### src/rtl/wwst_consts.vh
// Purpose: shared constants of the window watchdog
// Assumes: included by bare name
// Notes:   definitions only
`ifndef WWST_CONSTS_VH
`define WWST_CONSTS_VH
// ****************************************
// register map (byte addresses, low bits)
// ****************************************
`define WWST_AW           8
`define WWST_ADDR_ENABLE  8'h00
`define WWST_ADDR_VAC     8'h04
`define WWST_ADDR_REF     8'h08
`define WWST_ADDR_MODE    8'h0c
`define WWST_ADDR_STAT    8'h10
// ****************************************
// mode register fields and reset values
// ****************************************
`define WWST_MD_W         7
`define WWST_MD_OVF_MSB   2
`define WWST_MD_OVF_LSB   0
`define WWST_MD_WIE       3
`define WWST_MD_ERM       4
`define WWST_MD_WS_MSB    6
`define WWST_MD_WS_LSB    5
`define WWST_MD_WS_INIT   2'h3
`define WWST_MD_WIE_INIT  1'b0
`define WWST_MD_ERM_INIT  1'b1
// ****************************************
// codes, counter marks, timing
// ****************************************
`define WWST_ACT_CODE     8'hac
`define WWST_CODE_INIT    8'h2c
`define WWST_EN_LOW_INIT  7'h2c
`define WWST_REF_INIT     8'h00
`define WWST_CNT_ZERO     16'h0000
`define WWST_CNT_ONE      16'h0001
`define WWST_CNT_MAX      16'hffff
`define WWST_CNT_WARN     16'hc000
`define WWST_WIN_25       16'hc000
`define WWST_WIN_50       16'h8000
`define WWST_WIN_75       16'h4000
`define WWST_WIN_100      16'h0000
`define WWST_DIV_BASE     5'h09
`define WWST_SYNC_WAIT    2'h3
`define WWST_RESP_OKAY    2'h0
`define WWST_RESP_SLVERR  2'h2
`endif

### src/rtl/wwst_prescale.v
// Purpose: count clock divider, one-cycle tick
// Assumes: tck_i already synchronised
// Notes:   divides tck edges by 2^(9+sel)
`include "wwst_consts.vh"
`timescale 1ns/10ps
module wwst_prescale (
  input  wire       clk_i,
  input  wire       rstn_i,
  input  wire       tck_i,
  input  wire       clr_i,
  input  wire [2:0] sel_i,
  output reg        tick_o
);
  reg  [15:0] div_reg;
  reg         tck_d_reg;
  wire        edge_w;
  wire [4:0]  shift_w;
  wire [15:0] mask_w;

  assign edge_w  = tck_i & ~tck_d_reg;
  assign shift_w = `WWST_DIV_BASE + {2'h0, sel_i};
  assign mask_w  = (`WWST_CNT_ONE << shift_w) - `WWST_CNT_ONE;

  always @(posedge clk_i or negedge rstn_i) begin
    if (!rstn_i) begin
      div_reg   <= `WWST_CNT_ZERO;
      tck_d_reg <= 1'b0;
      tick_o    <= 1'b0;
    end else begin
      tck_d_reg <= tck_i;
      tick_o    <= 1'b0;
      if (clr_i) begin
        div_reg <= `WWST_CNT_ZERO;
      end else if (edge_w) begin
        div_reg <= div_reg + `WWST_CNT_ONE;
        tick_o  <= ((div_reg & mask_w) == mask_w); // [RULE14]
      end
    end
  end
endmodule // wwst_prescale

### src/rtl/wwst_sync.v
// Purpose: two-stage synchroniser for pins
// Assumes: async inputs, one clock
// Notes:   first stage read only by second
`timescale 1ns/10ps
module wwst_sync #(
  parameter W = 1
) (
  input  wire         clk_i,
  input  wire         rstn_i,
  input  wire [W-1:0] d_i,
  output reg  [W-1:0] q_o
);
  reg [W-1:0] meta_reg;

  always @(posedge clk_i or negedge rstn_i) begin
    if (!rstn_i) begin
      meta_reg <= {W{1'b0}};
      q_o      <= {W{1'b0}};
    end else begin
      meta_reg <= d_i;
      q_o      <= meta_reg;
    end
  end
endmodule // wwst_sync

### src/rtl/wwst_top.v
// Purpose: window watchdog with start-up options and trigger codes
// Assumes: AXI4-Lite slave, 100 MHz clk_i, straps stable at reset
// Notes:   errors stop the watchdog until the next reset
//
// Summary of operation
// [RULE1] enabled: auto-run option zero means software start
// [RULE2] enable option zero disables watchdog for good
// [RULE3] 16-bit counter; errors raise nmi or reset
// [RULE4] valid trigger in window clears counter
// [RULE5] warning pulse at three quarters of range
// [RULE6] software start: counter zero until first trigger
// [RULE7] automatic start counts at release; trigger before overflow
// [RULE8] selector picks auto-run or reset-type input; with selector set the code starts only on auto-run AND reset-type
// [RULE9] before first trigger errors give reset
// [RULE10] before first trigger window is full range
// [RULE11] before first trigger clock and warning from options; the code keeps the warning off until then (WWST_MD_WIE_INIT)
// [RULE12] mode writes held, applied at first trigger
// [RULE13] mode change after first trigger is error
// [RULE14] count clock divided by two to 9+code
// [RULE15] option picks fixed or variable code trigger
// [RULE16] expected code is ac minus reference
// [RULE17] each variable write loads rotated expected code
// [RULE18] reference updates on bad trigger too
// [RULE19] reference resets to zero
// [RULE20] variable register bit 7 stays set when running
// [RULE21] wrong code or closed window is error
//
// The implementer's own choices: the register offsets and the AXI4-Lite slave port.
`include "wwst_consts.vh"
`timescale 1ns/10ps
module wwst_top (
  input  wire        clk_i,
  input  wire        rstn_i,
  input  wire        wd_enable_option_i,
  input  wire        auto_run_option_i,
  input  wire        start_source_selector_i,
  input  wire        reset_type_input_i,
  input  wire [2:0]  initial_count_clock_option_i,
  input  wire        variable_code_option_i,
  input  wire        count_clock_input_i,
  input  wire [31:0] s_axi_awaddr_i,
  input  wire        s_axi_awvalid_i,
  output reg         s_axi_awready_o,
  input  wire [31:0] s_axi_wdata_i,
  input  wire [3:0]  s_axi_wstrb_i,
  input  wire        s_axi_wvalid_i,
  output reg         s_axi_wready_o,
  output reg  [1:0]  s_axi_bresp_o,
  output reg         s_axi_bvalid_o,
  input  wire        s_axi_bready_i,
  input  wire [31:0] s_axi_araddr_i,
  input  wire        s_axi_arvalid_i,
  output reg         s_axi_arready_o,
  output reg  [31:0] s_axi_rdata_o,
  output reg  [1:0]  s_axi_rresp_o,
  output reg         s_axi_rvalid_o,
  input  wire        s_axi_rready_i,
  output reg         warning_interrupt_o,
  output reg         error_nmi_request_o,
  output reg         error_reset_output_o
);
  localparam [3:0] ST_CAPT = 4'h1;
  localparam [3:0] ST_IDLE = 4'h2;
  localparam [3:0] ST_RUN  = 4'h4;
  localparam [3:0] ST_STOP = 4'h8;

  // ****************************************
  // functions
  // ****************************************
  function [4:0] addr_dec;
    input [31:0] a;
    begin
      addr_dec = 5'h00;
      if (a[31:`WWST_AW] == 24'h000000) begin
        case (a[`WWST_AW-1:0])
          `WWST_ADDR_ENABLE: addr_dec = 5'h01;
          `WWST_ADDR_VAC:    addr_dec = 5'h02;
          `WWST_ADDR_REF:    addr_dec = 5'h04;
          `WWST_ADDR_MODE:   addr_dec = 5'h08;
          `WWST_ADDR_STAT:   addr_dec = 5'h10;
          default:           addr_dec = 5'h00;
        endcase
      end
    end
  endfunction

  function [15:0] win_start;
    input [1:0] ws;
    begin
      case (ws)
        2'h0:    win_start = `WWST_WIN_25;
        2'h1:    win_start = `WWST_WIN_50;
        2'h2:    win_start = `WWST_WIN_75;
        default: win_start = `WWST_WIN_100;
      endcase
    end
  endfunction

  // ****************************************
  // declarations
  // ****************************************
  wire [7:0] opt_sync;
  wire       tck_sync;
  wire       tick;
  reg  [3:0] state_reg;
  reg  [1:0] wait_reg;
  reg        opt_vac_reg;
  reg  [2:0] opt_ovf_reg;
  reg        first_reg;
  reg        run_reg;
  reg        err_reg;
  reg  [`WWST_MD_W-1:0] md_pend_reg;
  reg  [`WWST_MD_W-1:0] md_act_reg;
  reg  [7:0]  ref_reg;
  reg  [7:0]  evac_reg;
  reg  [15:0] cnt_reg;
  reg         aw_held_reg;
  reg         w_held_reg;
  reg  [31:0] awaddr_reg;
  reg  [7:0]  wdata_reg;
  reg         wstrb0_reg;
  reg         aw_held_next;
  reg         w_held_next;
  reg         rvalid_next;
  reg  [31:0] rdata_next;
  wire        aw_take;
  wire        w_take;
  wire        ar_take;
  wire        wr_go;
  wire [4:0]  wdec;
  wire [4:0]  rdec;
  wire        w_en;
  wire        w_vac;
  wire        w_md;
  wire        active;
  wire        auto_start;
  wire [7:0]  exp_code;
  wire        trig_wr;
  wire        code_ok;
  wire        win_ok;
  wire        trig_good;
  wire        trig_bad;
  wire        md_bad;
  wire        ovf;
  wire        err_now;
  wire        erm_eff;
  wire        wie_eff;
  wire [2:0]  ovf_eff;
  wire [15:0] cnt_inc;

  // ****************************************
  // pin synchronisers and count clock
  // ****************************************
  wwst_sync #(.W(8)) u_opt_sync (
    .clk_i  (clk_i),
    .rstn_i (rstn_i),
    .d_i    ({variable_code_option_i, initial_count_clock_option_i, reset_type_input_i,
              start_source_selector_i, auto_run_option_i, wd_enable_option_i}),
    .q_o    (opt_sync)
  );

  wwst_sync #(.W(1)) u_tck_sync (
    .clk_i  (clk_i),
    .rstn_i (rstn_i),
    .d_i    (count_clock_input_i),
    .q_o    (tck_sync)
  );

  wwst_prescale u_prescale (
    .clk_i  (clk_i),
    .rstn_i (rstn_i),
    .tck_i  (tck_sync),
    .clr_i  (trig_good),
    .sel_i  (ovf_eff),
    .tick_o (tick)
  );

  // ****************************************
  // trigger and error decisions
  // ****************************************
  assign wr_go      = aw_held_reg & w_held_reg & ~s_axi_bvalid_o;
  assign wdec       = addr_dec(awaddr_reg);
  assign rdec       = addr_dec(s_axi_araddr_i);
  assign w_en       = wr_go & wstrb0_reg & wdec[0];
  assign w_vac      = wr_go & wstrb0_reg & wdec[1];
  assign w_md       = wr_go & wstrb0_reg & wdec[3];
  assign active     = state_reg[1] | state_reg[2];
  assign auto_start = opt_sync[2] ? (opt_sync[1] & opt_sync[3]) : opt_sync[1]; // [RULE8] [RULE1]
  assign exp_code   = `WWST_ACT_CODE - ref_reg; // [RULE16]
  assign trig_wr    = opt_vac_reg ? w_vac : w_en; // [RULE15]
  assign code_ok    = (wdata_reg == (opt_vac_reg ? exp_code : `WWST_ACT_CODE));
  assign win_ok     = ~first_reg |
                      (cnt_reg >= win_start(md_act_reg[`WWST_MD_WS_MSB:`WWST_MD_WS_LSB])); // [RULE10]
  assign trig_good  = active & trig_wr & code_ok & win_ok;
  assign trig_bad   = active & trig_wr & ~(code_ok & win_ok); // [RULE21] [RULE18]
  assign md_bad     = active & first_reg & w_md &
                      (wdata_reg[`WWST_MD_W-1:0] != md_act_reg); // [RULE13]
  assign ovf        = state_reg[2] & tick & (cnt_reg == `WWST_CNT_MAX); // [RULE3]
  assign err_now    = trig_bad | md_bad | ovf;
  assign erm_eff    = first_reg ? md_act_reg[`WWST_MD_ERM] : 1'b1; // [RULE9]
  assign wie_eff    = first_reg ? md_act_reg[`WWST_MD_WIE] : `WWST_MD_WIE_INIT; // [RULE11]
  assign ovf_eff    = first_reg ? md_act_reg[`WWST_MD_OVF_MSB:`WWST_MD_OVF_LSB] : opt_ovf_reg; // [RULE11]
  assign cnt_inc    = cnt_reg + `WWST_CNT_ONE;

  // ****************************************
  // watchdog core
  // ****************************************
  always @(posedge clk_i or negedge rstn_i) begin
    if (!rstn_i) begin
      state_reg            <= ST_CAPT;
      wait_reg             <= 2'h0;
      opt_vac_reg          <= 1'b0;
      opt_ovf_reg          <= 3'h0;
      first_reg            <= 1'b0;
      run_reg              <= 1'b0;
      err_reg              <= 1'b0;
      md_pend_reg          <= {`WWST_MD_W{1'b0}};
      md_act_reg           <= {`WWST_MD_W{1'b0}};
      ref_reg              <= `WWST_REF_INIT; // [RULE19]
      evac_reg             <= `WWST_CODE_INIT;
      cnt_reg              <= `WWST_CNT_ZERO;
      warning_interrupt_o  <= 1'b0;
      error_nmi_request_o  <= 1'b0;
      error_reset_output_o <= 1'b0;
    end else begin
      warning_interrupt_o <= 1'b0;
      if (opt_vac_reg && w_vac) begin
        ref_reg  <= {exp_code[6:0], exp_code[7]}; // [RULE17] [RULE18]
        evac_reg <= wdata_reg;
      end
      if (w_md && !first_reg) begin
        md_pend_reg <= wdata_reg[`WWST_MD_W-1:0]; // [RULE12]
      end
      case (state_reg)
        ST_CAPT: begin
          if (wait_reg != `WWST_SYNC_WAIT) begin
            wait_reg <= wait_reg + 2'h1;
          end else begin
            opt_vac_reg <= opt_sync[7];
            opt_ovf_reg <= opt_sync[6:4];
            md_pend_reg <= {`WWST_MD_WS_INIT, `WWST_MD_ERM_INIT, `WWST_MD_WIE_INIT, opt_sync[6:4]};
            if (!opt_sync[0]) begin
              state_reg <= ST_STOP; // [RULE2]
            end else if (auto_start) begin
              state_reg <= ST_RUN; // [RULE7]
              run_reg   <= 1'b1;
            end else begin
              state_reg <= ST_IDLE; // [RULE6]
            end
          end
        end
        ST_IDLE, ST_RUN: begin
          if (err_now) begin
            state_reg            <= ST_STOP;
            err_reg              <= 1'b1;
            error_reset_output_o <= erm_eff; // [RULE3] [RULE9]
            error_nmi_request_o  <= ~erm_eff;
          end else if (trig_good) begin
            state_reg <= ST_RUN;
            cnt_reg   <= `WWST_CNT_ZERO; // [RULE4]
            run_reg   <= 1'b1;
            if (!first_reg) begin
              first_reg  <= 1'b1;
              md_act_reg <= md_pend_reg; // [RULE12]
            end
          end else if (state_reg[2] && tick) begin
            cnt_reg <= cnt_inc;
            warning_interrupt_o <= wie_eff & (cnt_inc == `WWST_CNT_WARN); // [RULE5]
          end
        end
        ST_STOP: begin
          state_reg <= ST_STOP;
        end
        default: begin
          state_reg <= ST_STOP;
        end
      endcase
    end
  end

  // ****************************************
  // AXI4-Lite write channels
  // ****************************************
  assign aw_take = s_axi_awvalid_i & s_axi_awready_o;
  assign w_take  = s_axi_wvalid_i & s_axi_wready_o;

  always @* begin
    aw_held_next = aw_held_reg;
    w_held_next  = w_held_reg;
    if (wr_go) begin
      aw_held_next = 1'b0;
      w_held_next  = 1'b0;
    end
    if (aw_take) begin
      aw_held_next = 1'b1;
    end
    if (w_take) begin
      w_held_next = 1'b1;
    end
  end

  always @(posedge clk_i or negedge rstn_i) begin
    if (!rstn_i) begin
      aw_held_reg     <= 1'b0;
      w_held_reg      <= 1'b0;
      awaddr_reg      <= 32'h00000000;
      wdata_reg       <= 8'h00;
      wstrb0_reg      <= 1'b0;
      s_axi_awready_o <= 1'b0;
      s_axi_wready_o  <= 1'b0;
      s_axi_bvalid_o  <= 1'b0;
      s_axi_bresp_o   <= `WWST_RESP_OKAY;
    end else begin
      aw_held_reg     <= aw_held_next;
      w_held_reg      <= w_held_next;
      s_axi_awready_o <= ~aw_held_next;
      s_axi_wready_o  <= ~w_held_next;
      if (aw_take) begin
        awaddr_reg <= s_axi_awaddr_i;
      end
      if (w_take) begin
        wdata_reg  <= s_axi_wdata_i[7:0];
        wstrb0_reg <= s_axi_wstrb_i[0];
      end
      if (wr_go) begin
        s_axi_bvalid_o <= 1'b1;
        s_axi_bresp_o  <= (wdec == 5'h00) ? `WWST_RESP_SLVERR : `WWST_RESP_OKAY;
      end else if (s_axi_bready_i) begin
        s_axi_bvalid_o <= 1'b0;
      end
    end
  end

  // ****************************************
  // AXI4-Lite read channels
  // ****************************************
  assign ar_take = s_axi_arvalid_i & s_axi_arready_o;

  always @* begin
    rvalid_next = s_axi_rvalid_o;
    if (s_axi_rready_i) begin
      rvalid_next = 1'b0;
    end
    if (ar_take) begin
      rvalid_next = 1'b1;
    end
    rdata_next = 32'h00000000;
    case (rdec)
      5'h01:   rdata_next = {24'h000000, run_reg, `WWST_EN_LOW_INIT};
      5'h02:   rdata_next = {24'h000000, evac_reg[7] | run_reg, evac_reg[6:0]}; // [RULE20]
      5'h04:   rdata_next = {24'h000000, ref_reg};
      5'h08:   rdata_next = {25'h0000000, md_pend_reg};
      5'h10:   rdata_next = {13'h0000, err_reg, run_reg, first_reg, cnt_reg};
      default: rdata_next = 32'h00000000;
    endcase
  end

  always @(posedge clk_i or negedge rstn_i) begin
    if (!rstn_i) begin
      s_axi_arready_o <= 1'b0;
      s_axi_rvalid_o  <= 1'b0;
      s_axi_rdata_o   <= 32'h00000000;
      s_axi_rresp_o   <= `WWST_RESP_OKAY;
    end else begin
      s_axi_rvalid_o  <= rvalid_next;
      s_axi_arready_o <= ~rvalid_next;
      if (ar_take) begin
        s_axi_rdata_o <= rdata_next;
        s_axi_rresp_o <= (rdec == 5'h00) ? `WWST_RESP_SLVERR : `WWST_RESP_OKAY;
      end
    end
  end
endmodule // wwst_top

### config.mk
export PLATFORM = sky130hd
export DESIGN_NAME = wwst_top
export DESIGN_NICKNAME = d
export VERILOG_FILES = /design/src/rtl/wwst_prescale.v /design/src/rtl/wwst_sync.v /design/src/rtl/wwst_top.v
export VERILOG_INCLUDE_DIRS = /design/src /design/src/rtl
export SDC_FILE = /design/constraint.sdc
export NUM_CORES = 1
export LEC_CHECK = 0
export BUFFER_PORTS_ARGS = -buffer_cell sky130_fd_sc_hd__buf_2
export CORE_AREA = 5 5 127 129
export CTS_BUF_LIST = sky130_fd_sc_hd__clkbuf_4 sky130_fd_sc_hd__clkbuf_8
export CTS_CLUSTER_SIZE = 14
export DETAILED_ROUTE_END_ITERATION = 8
export DIE_AREA = 0 0 132 134
export GPL_TIMING_DRIVEN = 0
export PLACE_DENSITY = 0.83
export SYNTH_ARGS = -nofsm -noshare
export SYNTH_HDL_FRONTEND = slang
export SYNTH_SLANG_ARGS = --single-unit
### constraint.sdc
create_clock -name clk_i -period 3.45 [get_ports clk_i]
set_input_delay 0.69 -clock clk_i [delete_from_list [all_inputs] [get_ports clk_i]]
set_output_delay 0.69 -clock clk_i [all_outputs]
set_load 0.01 [all_outputs]
# Yosys cells after proc, flatten, opt, wreduce, memory -nomap -nowiden
# Cells that the tools add are included.
[word_totals]
reg_bits = 182
in_bits = 116
output_inout_bits = 44
word_cells = 182
[classes]
n_addsub = 6
magnitude_cmp = 1
n_eq_ne = 30
shifts = 1
muxes = 47
n_bitwise = 38
reduce_logical = 24
[ops]
columns = ["op", "n"]
rows = [
  ["19-bit one-hot mux with 5 select lines", 1],
  ["16-bit 2-to-1 mux", 4],
  ["5-bit one-hot mux with 5 select lines", 2],
  ["24-bit zero test", 2],
  ["16-bit one-hot mux with 3 select lines", 1],
  ["16-bit by 1-bit adder with 16-bit output, second input constant", 2],
  ["16-bit == test, second input constant", 2],
  ["8-bit by 4-bit == test with 1-bit output, second input constant", 4],
  ["1-bit 2-to-1 mux", 23],
  ["1-bit bitwise AND", 22],
  ["7-bit 2-to-1 mux", 3],
  ["16-bit bitwise AND", 1],
  ["16-bit == test", 1],
  ["8-bit by 3-bit == test with 1-bit output, second input constant", 2],
  ["8-bit by 5-bit == test with 1-bit output, second input constant", 2],
  ["16-bit greater-or-equal comparator", 1],
  ["8-bit zero test", 2],
  ["4-bit 2-to-1 mux", 4],
  ["1-bit by 5-bit << shifter with 16-bit output, first input constant", 1],
  ["16-bit by 1-bit subtractor with 16-bit output, second input constant", 1],
  ["5-bit zero test", 2],
  ["5-bit 2-to-1 mux", 2],
  ["2-bit != test, second input constant", 5],
  ["1-bit NOT", 10],
  ["other kinds (32)", 47],
]

# Depth between registers and ports, before layout
[logic_depth]
ltp_word = 11
depth_mapped = 11
ltp_nobuf = 10

# Cells and area by module
# A second synthesis with hierarchy kept.
[hier_totals]
cells_unflattened = 794
area_unflattened_um2 = 8567.0
[modules_own_cells]
columns = ["module", "n_inst", "cells_per_inst", "area_each_um2", "seq_area_each_um2"]
rows = [
  ["wwst_top", 1, 657, 6962.9, 3283.1],
  ["wwst_prescale", 1, 119, 1153.6, 450.4],
  ["wwst_sync (u_opt_sync)", 1, 16, 400.4, 400.4],
  ["wwst_sync (u_tck_sync)", 1, 2, 50.0, 50.0],
]

# Worst setup path after synthesis
# Ideal clock, no wire load.
[synth_timing]
path_kind = "reg2reg"
startpoint = "register cnt_reg[14]"
endpoint = "register md_act_reg[0]"
setup_ns = 0.125
t_arrival_ns = 2.619
t_required_ns = 3.325
setup_slack_ns = 0.707
path_stages_with_launch = 11
path_buffers = 1
synth_period_minus_slack_ns = 2.743
cell_sequence = "dfrtp_1 -> clkbuf_1 -> inv_1 -> ha_1 -> nor4bb_1 -> and4_1 -> o22ai_1 -> nor4_4 -> o211ai_2 -> nor4_4 -> mux2_2"
[synth_via]
elab_chain_cells = 9
elab_cells_between_ends = 12
cone_classes = "1 x order compare; 1 x eq/ne; 9 x bitwise; 1 x reduce/logical"
[synth_lines]
columns = ["element", "line_no", "rtl"]
rows = [
  ["start: declaration", "wwst_top.v:116", "reg [15:0] cnt_reg;"],
  ["start signal: assignment", "wwst_top.v:221", "cnt_reg <= `WWST_CNT_ZERO;"],
  ["start signal: assignment", "wwst_top.v:260", "cnt_reg <= `WWST_CNT_ZERO;"],
  ["start signal: assignment", "wwst_top.v:267", "cnt_reg <= cnt_inc;"],
  ["16-bit greater-or-equal comparator", "wwst_top.v:193", "(cnt_reg >= win_start(md_act_reg[`WWST_MD_WS_MSB:`WWST_MD_WS_LSB]));"],
  ["1-bit OR", "wwst_top.v:192", "assign win_ok = ~first_reg |"],
  ["1-bit bitwise AND", "wwst_top.v:195", "assign trig_bad = active & trig_wr & ~(code_ok & win_ok);"],
  ["1-bit NOT", "wwst_top.v:195", ""],
  ["1-bit bitwise AND", "wwst_top.v:195", ""],
  ["1-bit OR (2 in series)", "wwst_top.v:199", "assign err_now = trig_bad | md_bad | ovf;"],
  ["1-bit NOT (no source line)", "n/a", ""],
  ["4-bit AND reduction (no source line) (*)", "n/a", ""],
  ["end signal: assignment", "wwst_top.v:218", "md_act_reg <= {`WWST_MD_W{1'b0}};"],
  ["end signal: assignment", "wwst_top.v:264", "md_act_reg <= md_pend_reg;"],
  ["end: declaration", "wwst_top.v:113", "reg [`WWST_MD_W-1:0] md_act_reg;"],
]
# Mark *: on every way between the ends. The rest lies on a longest branch, timed or not.
# A chain may end at the register's enable or synchronous reset.

# Worst setup path in the final report
[layout_timing]
startpoint = "register cnt_reg[14]"
endpoint = "register md_act_reg[6]"
# The elaborated chain is that of the path after synthesis.

==> run_results.csv <==
group,metric,value,unit
status,status,"complete, no violations",
clocking,htree_levels,4,
clocking,clockBufferDepth,2,
clocking,cts_made_buffers,17,
die,dieArea,0.0177,mm2
global_routing,grt_overflow,0,
die,die_h,134,um
placed_design,gp_congestion,0.896,
pwr,power.internal,3.34,mW
yosys,synth_warnings,0,
pwr,leakage,4.54,nW
yosys,synth_common_cells,"163 x dfrtp_1, 81 x nand2_1, 66 x mux2_2",
detailed_routing,ant_nets,0,
finish,seqCellArea,0.00418,mm2
global_routing,grt_pass1_vias,6440,
yosys,async_flop_share,1.00,
timing,max_slew.worst_pin.slew,0.778,ns
setup_path,critPathMaxFanout,8,
die,coreArea,0.0149,mm2
yosys,synth_cells,811,
timing,relSlewSlack,0.474,
placed_design,dp_hpwl,14100,um
detailed_routing,num_vias,6596,
die,dieWidth,132,um
finish,fillers,1215,
timing,slew_violations,0,
finish,final_net_count,1088,
timing,period_needed,3.23,ns
pwr,power.total,4.80,mW
timing,setup_viol,0,
detailed_routing,drt_iter0_drc,416,
clocking,clk_pin_slew,0.09,ns
timing,worst_slack,0.217,ns
pwr,pwr-share-comb,0.191,
setup_path,critPathArrivalTime,3.58,ns
yosys,avgSynthCellArea,10.3,um2
setup_path,cp-end-kind,"register",
timing,fmax,0.309,GHz
placed_design,preCtsSetupSlack,0.158,ns
die,ios,160,
yosys,synth_top_area_frac,0.486,
yosys,synth.largest_area_cell,"dfrtp_1",
yosys,netlist-cell-type-count,64,
setup_path,crit_type,"reg -> reg",
finish,final_cells,1161,
yosys,syn_area,0.00839,mm2
pwr,power_frac_clock,0.272,
finish,diodes,0,
pwr,p_sw_frac,0.304,
finish,largest_register_ffs,32,
detailed_routing,dr.pass1.iters,5,
pwr,p_switching,1.46,mW
detailed_routing,wl,18700,um
global_routing,grt_pass1_wl,31600,um
pwr,seq_power_share,0.536,
detailed_routing,wl_per_cell,16.1,um
placed_design,place_inst,1129,
clocking,clkSinkCount,167,
global_routing,track_usage,0.218,
clocking,cts_tree,"built",
yosys,yosysMostFrequentCell,"dfrtp_1",
setup_path,cp-start-kind,"register",
global_routing,grt_max_degree,100,
min_path,min_path_type,"in -> async",
yosys,synthTopCellsByArea,"dfrtp_1 49%, mux2_2 8.9%, nand2_1 3.6%, nor4_1 2.5%, nor2_1 2.4%",
finish,area_growth_syn_to_layout,15.2,%
pwr,p_per_area,497,mW/mm2
clocking,root_buffer,"clkbuf_8",
timing,clock_skew,0.0170,ns
timing,finalCritPeriodShare,0.937,
global_routing,antenna_found_initial,0,
yosys,synth_flop_cell,"dfrtp_1",
finish,drive_gt1_frac,0.255,
die,row_count,45,
detailed_routing,drc_errors,0,
clocking,cts_hold_buffers,0,
timing,hold_viol,0,
setup_path,crit_required,3.80,ns
detailed_routing,avgViaCountPerCell,5.68,
job,cap_violations,0,
yosys,ys_seq_area_frac,0.499,
clocking,clk_latency,0.46,ns
yosys,synth_seq_cells,167,
yosys,synth_edf_count,0,
timing,rsz0062_at_grt,"false",
finish,multi_input_area,0.00389,mm2
die,start_util,0.562,
pwr,vdd_drop_max,0.436,mV
placed_design,io_buffer_count,115,
## cell families (layout without fill, tap and decap cells)
group | Yosys count | after routing | share of synthesized area
AO/OA/AOI/OAI | 128 | 128 | 0.100
XOR/XNOR | 35 | 35 | 0.0398
adder cells (fa/ha/maj) | 13 | 13 | 0.0191
buffers and inverters | 83 | 231 | 0.0443
flip-flops | 167 | 167 | 0.499
multiplexers | 85 | 85 | 0.111
other | 1 | 15 | 0.000447
AND/OR/NAND/NOR | 299 | 299 | 0.186
## per-stage QoR
step / utilization / setup TNS [ns] / hold slack, ns / area, um2
final: 0.648 / 0 / 0.258 / 9660
after global placement: 0.620 / -128.32 / 0.333 / 9260
after CTS: 0.647 / 0 / 0.262 / 9660
after global routing: 0.648 / 0 / 0.297 / 9660
after floorplan: - / 0 / 0.331 / 8440
after detailed placement: 0.623 / 0 / 0.336 / 9290
## cell type report
cell class | instances | share of cell area
Clock buffer | 18 | 0.0250
Multi-Input combinational cell | 575 | 0.403
Buffer | 57 | 0.0284
Sequential cell | 167 | 0.433
Clock inverter | 14 | 0.0131
Timing Repair Buffer | 117 | 0.0640
Inverter | 25 | 0.00971
Tap cell | 188 | 0.0243
## power by group through the flow
| stage | Sequential [mW] | Combinational (mW) | Clock (mW) |
|---|---|---|---|
| final | 2.57 | 0.918 | 1.31 |
| after global routing | 2.62 | 1.02 | 1.42 |
| after CTS | 2.57 | 0.929 | 1.34 |
| after detailed placement | 2.61 | 0.924 | 0 |
| after global placement | 2.59 | 0.886 | 0 |
| after floorplan | 2.51 | 0.678 | 0 |
## cell usage in the layout (no fill, tap or decap), types with 5 or more instances in the layout
cell type	n
o2bb2ai_1	10
buf_4	15
nor4b_1	5
ha_1	12
dfrtp_1	163
xor2_1	18
nand3_1	32
and3_1	7
nand4_1	12
buf_2	117
nor4_1	33
mux2i_1	19
nand2b_1	9
a22oi_1	7
clkbuf_8	17
nor2b_1	12
o21ai_0	36
mux2_2	66
xnor2_1	15
clkbuf_1	33
inv_1	25
conb_1	15
nand2_1	81
a21oi_1	34
buf_1	6
nor2_1	53
nor3_1	22
a21o_1	6
a22o_1	5
## path summary, 6_finish.rpt
| path | start | end | slack [ns] | cells past startpoint |
|---|---|---|---|---|
| max | cnt_reg[14] | md_act_reg[6] | 0.22 | 10 |
| min | rstn_i | s_axi_rdata_o[3] | 0.26 | 1 |
| max reg2reg | cnt_reg[14] | md_act_reg[6] | 0.22 | 10 |
| min reg2reg | u_opt_sync.meta_reg[5] | u_opt_sync.q_o[5] | 0.35 | 0 |
| max in group asynchronous | rstn_i | state_reg[0] | 2.39 | 2 |
| min in group clk_i | start_source_selector_i | u_opt_sync.meta_reg[2] | 0.34 | 1 |
## routing by layer
metal,track usage,wire [um]
met1,0.277,7900
met2,0.361,9090
met3,0.0589,1320
met4,0.0806,357
met5,0,0
## critical path, stage by stage, from the launching register on
cell and delay [ns]:
dfrtp_1 0.32, clkbuf_1 0.29, inv_1 0.12, ha_1 0.29
nor4bb_1 0.25, and4_1 0.26, o22ai_1 0.12, nor4_4 0.35
o211ai_2 0.21, nor4_4 0.52, mux2_2 0.40
## repair_timing
action | in CTS | in global routing
buffers inserted | 0 | 0
resized for setup | 0 | 1
endpoints found under the setup margin | 0 | 18
Power figures use the tool's default switching activity.
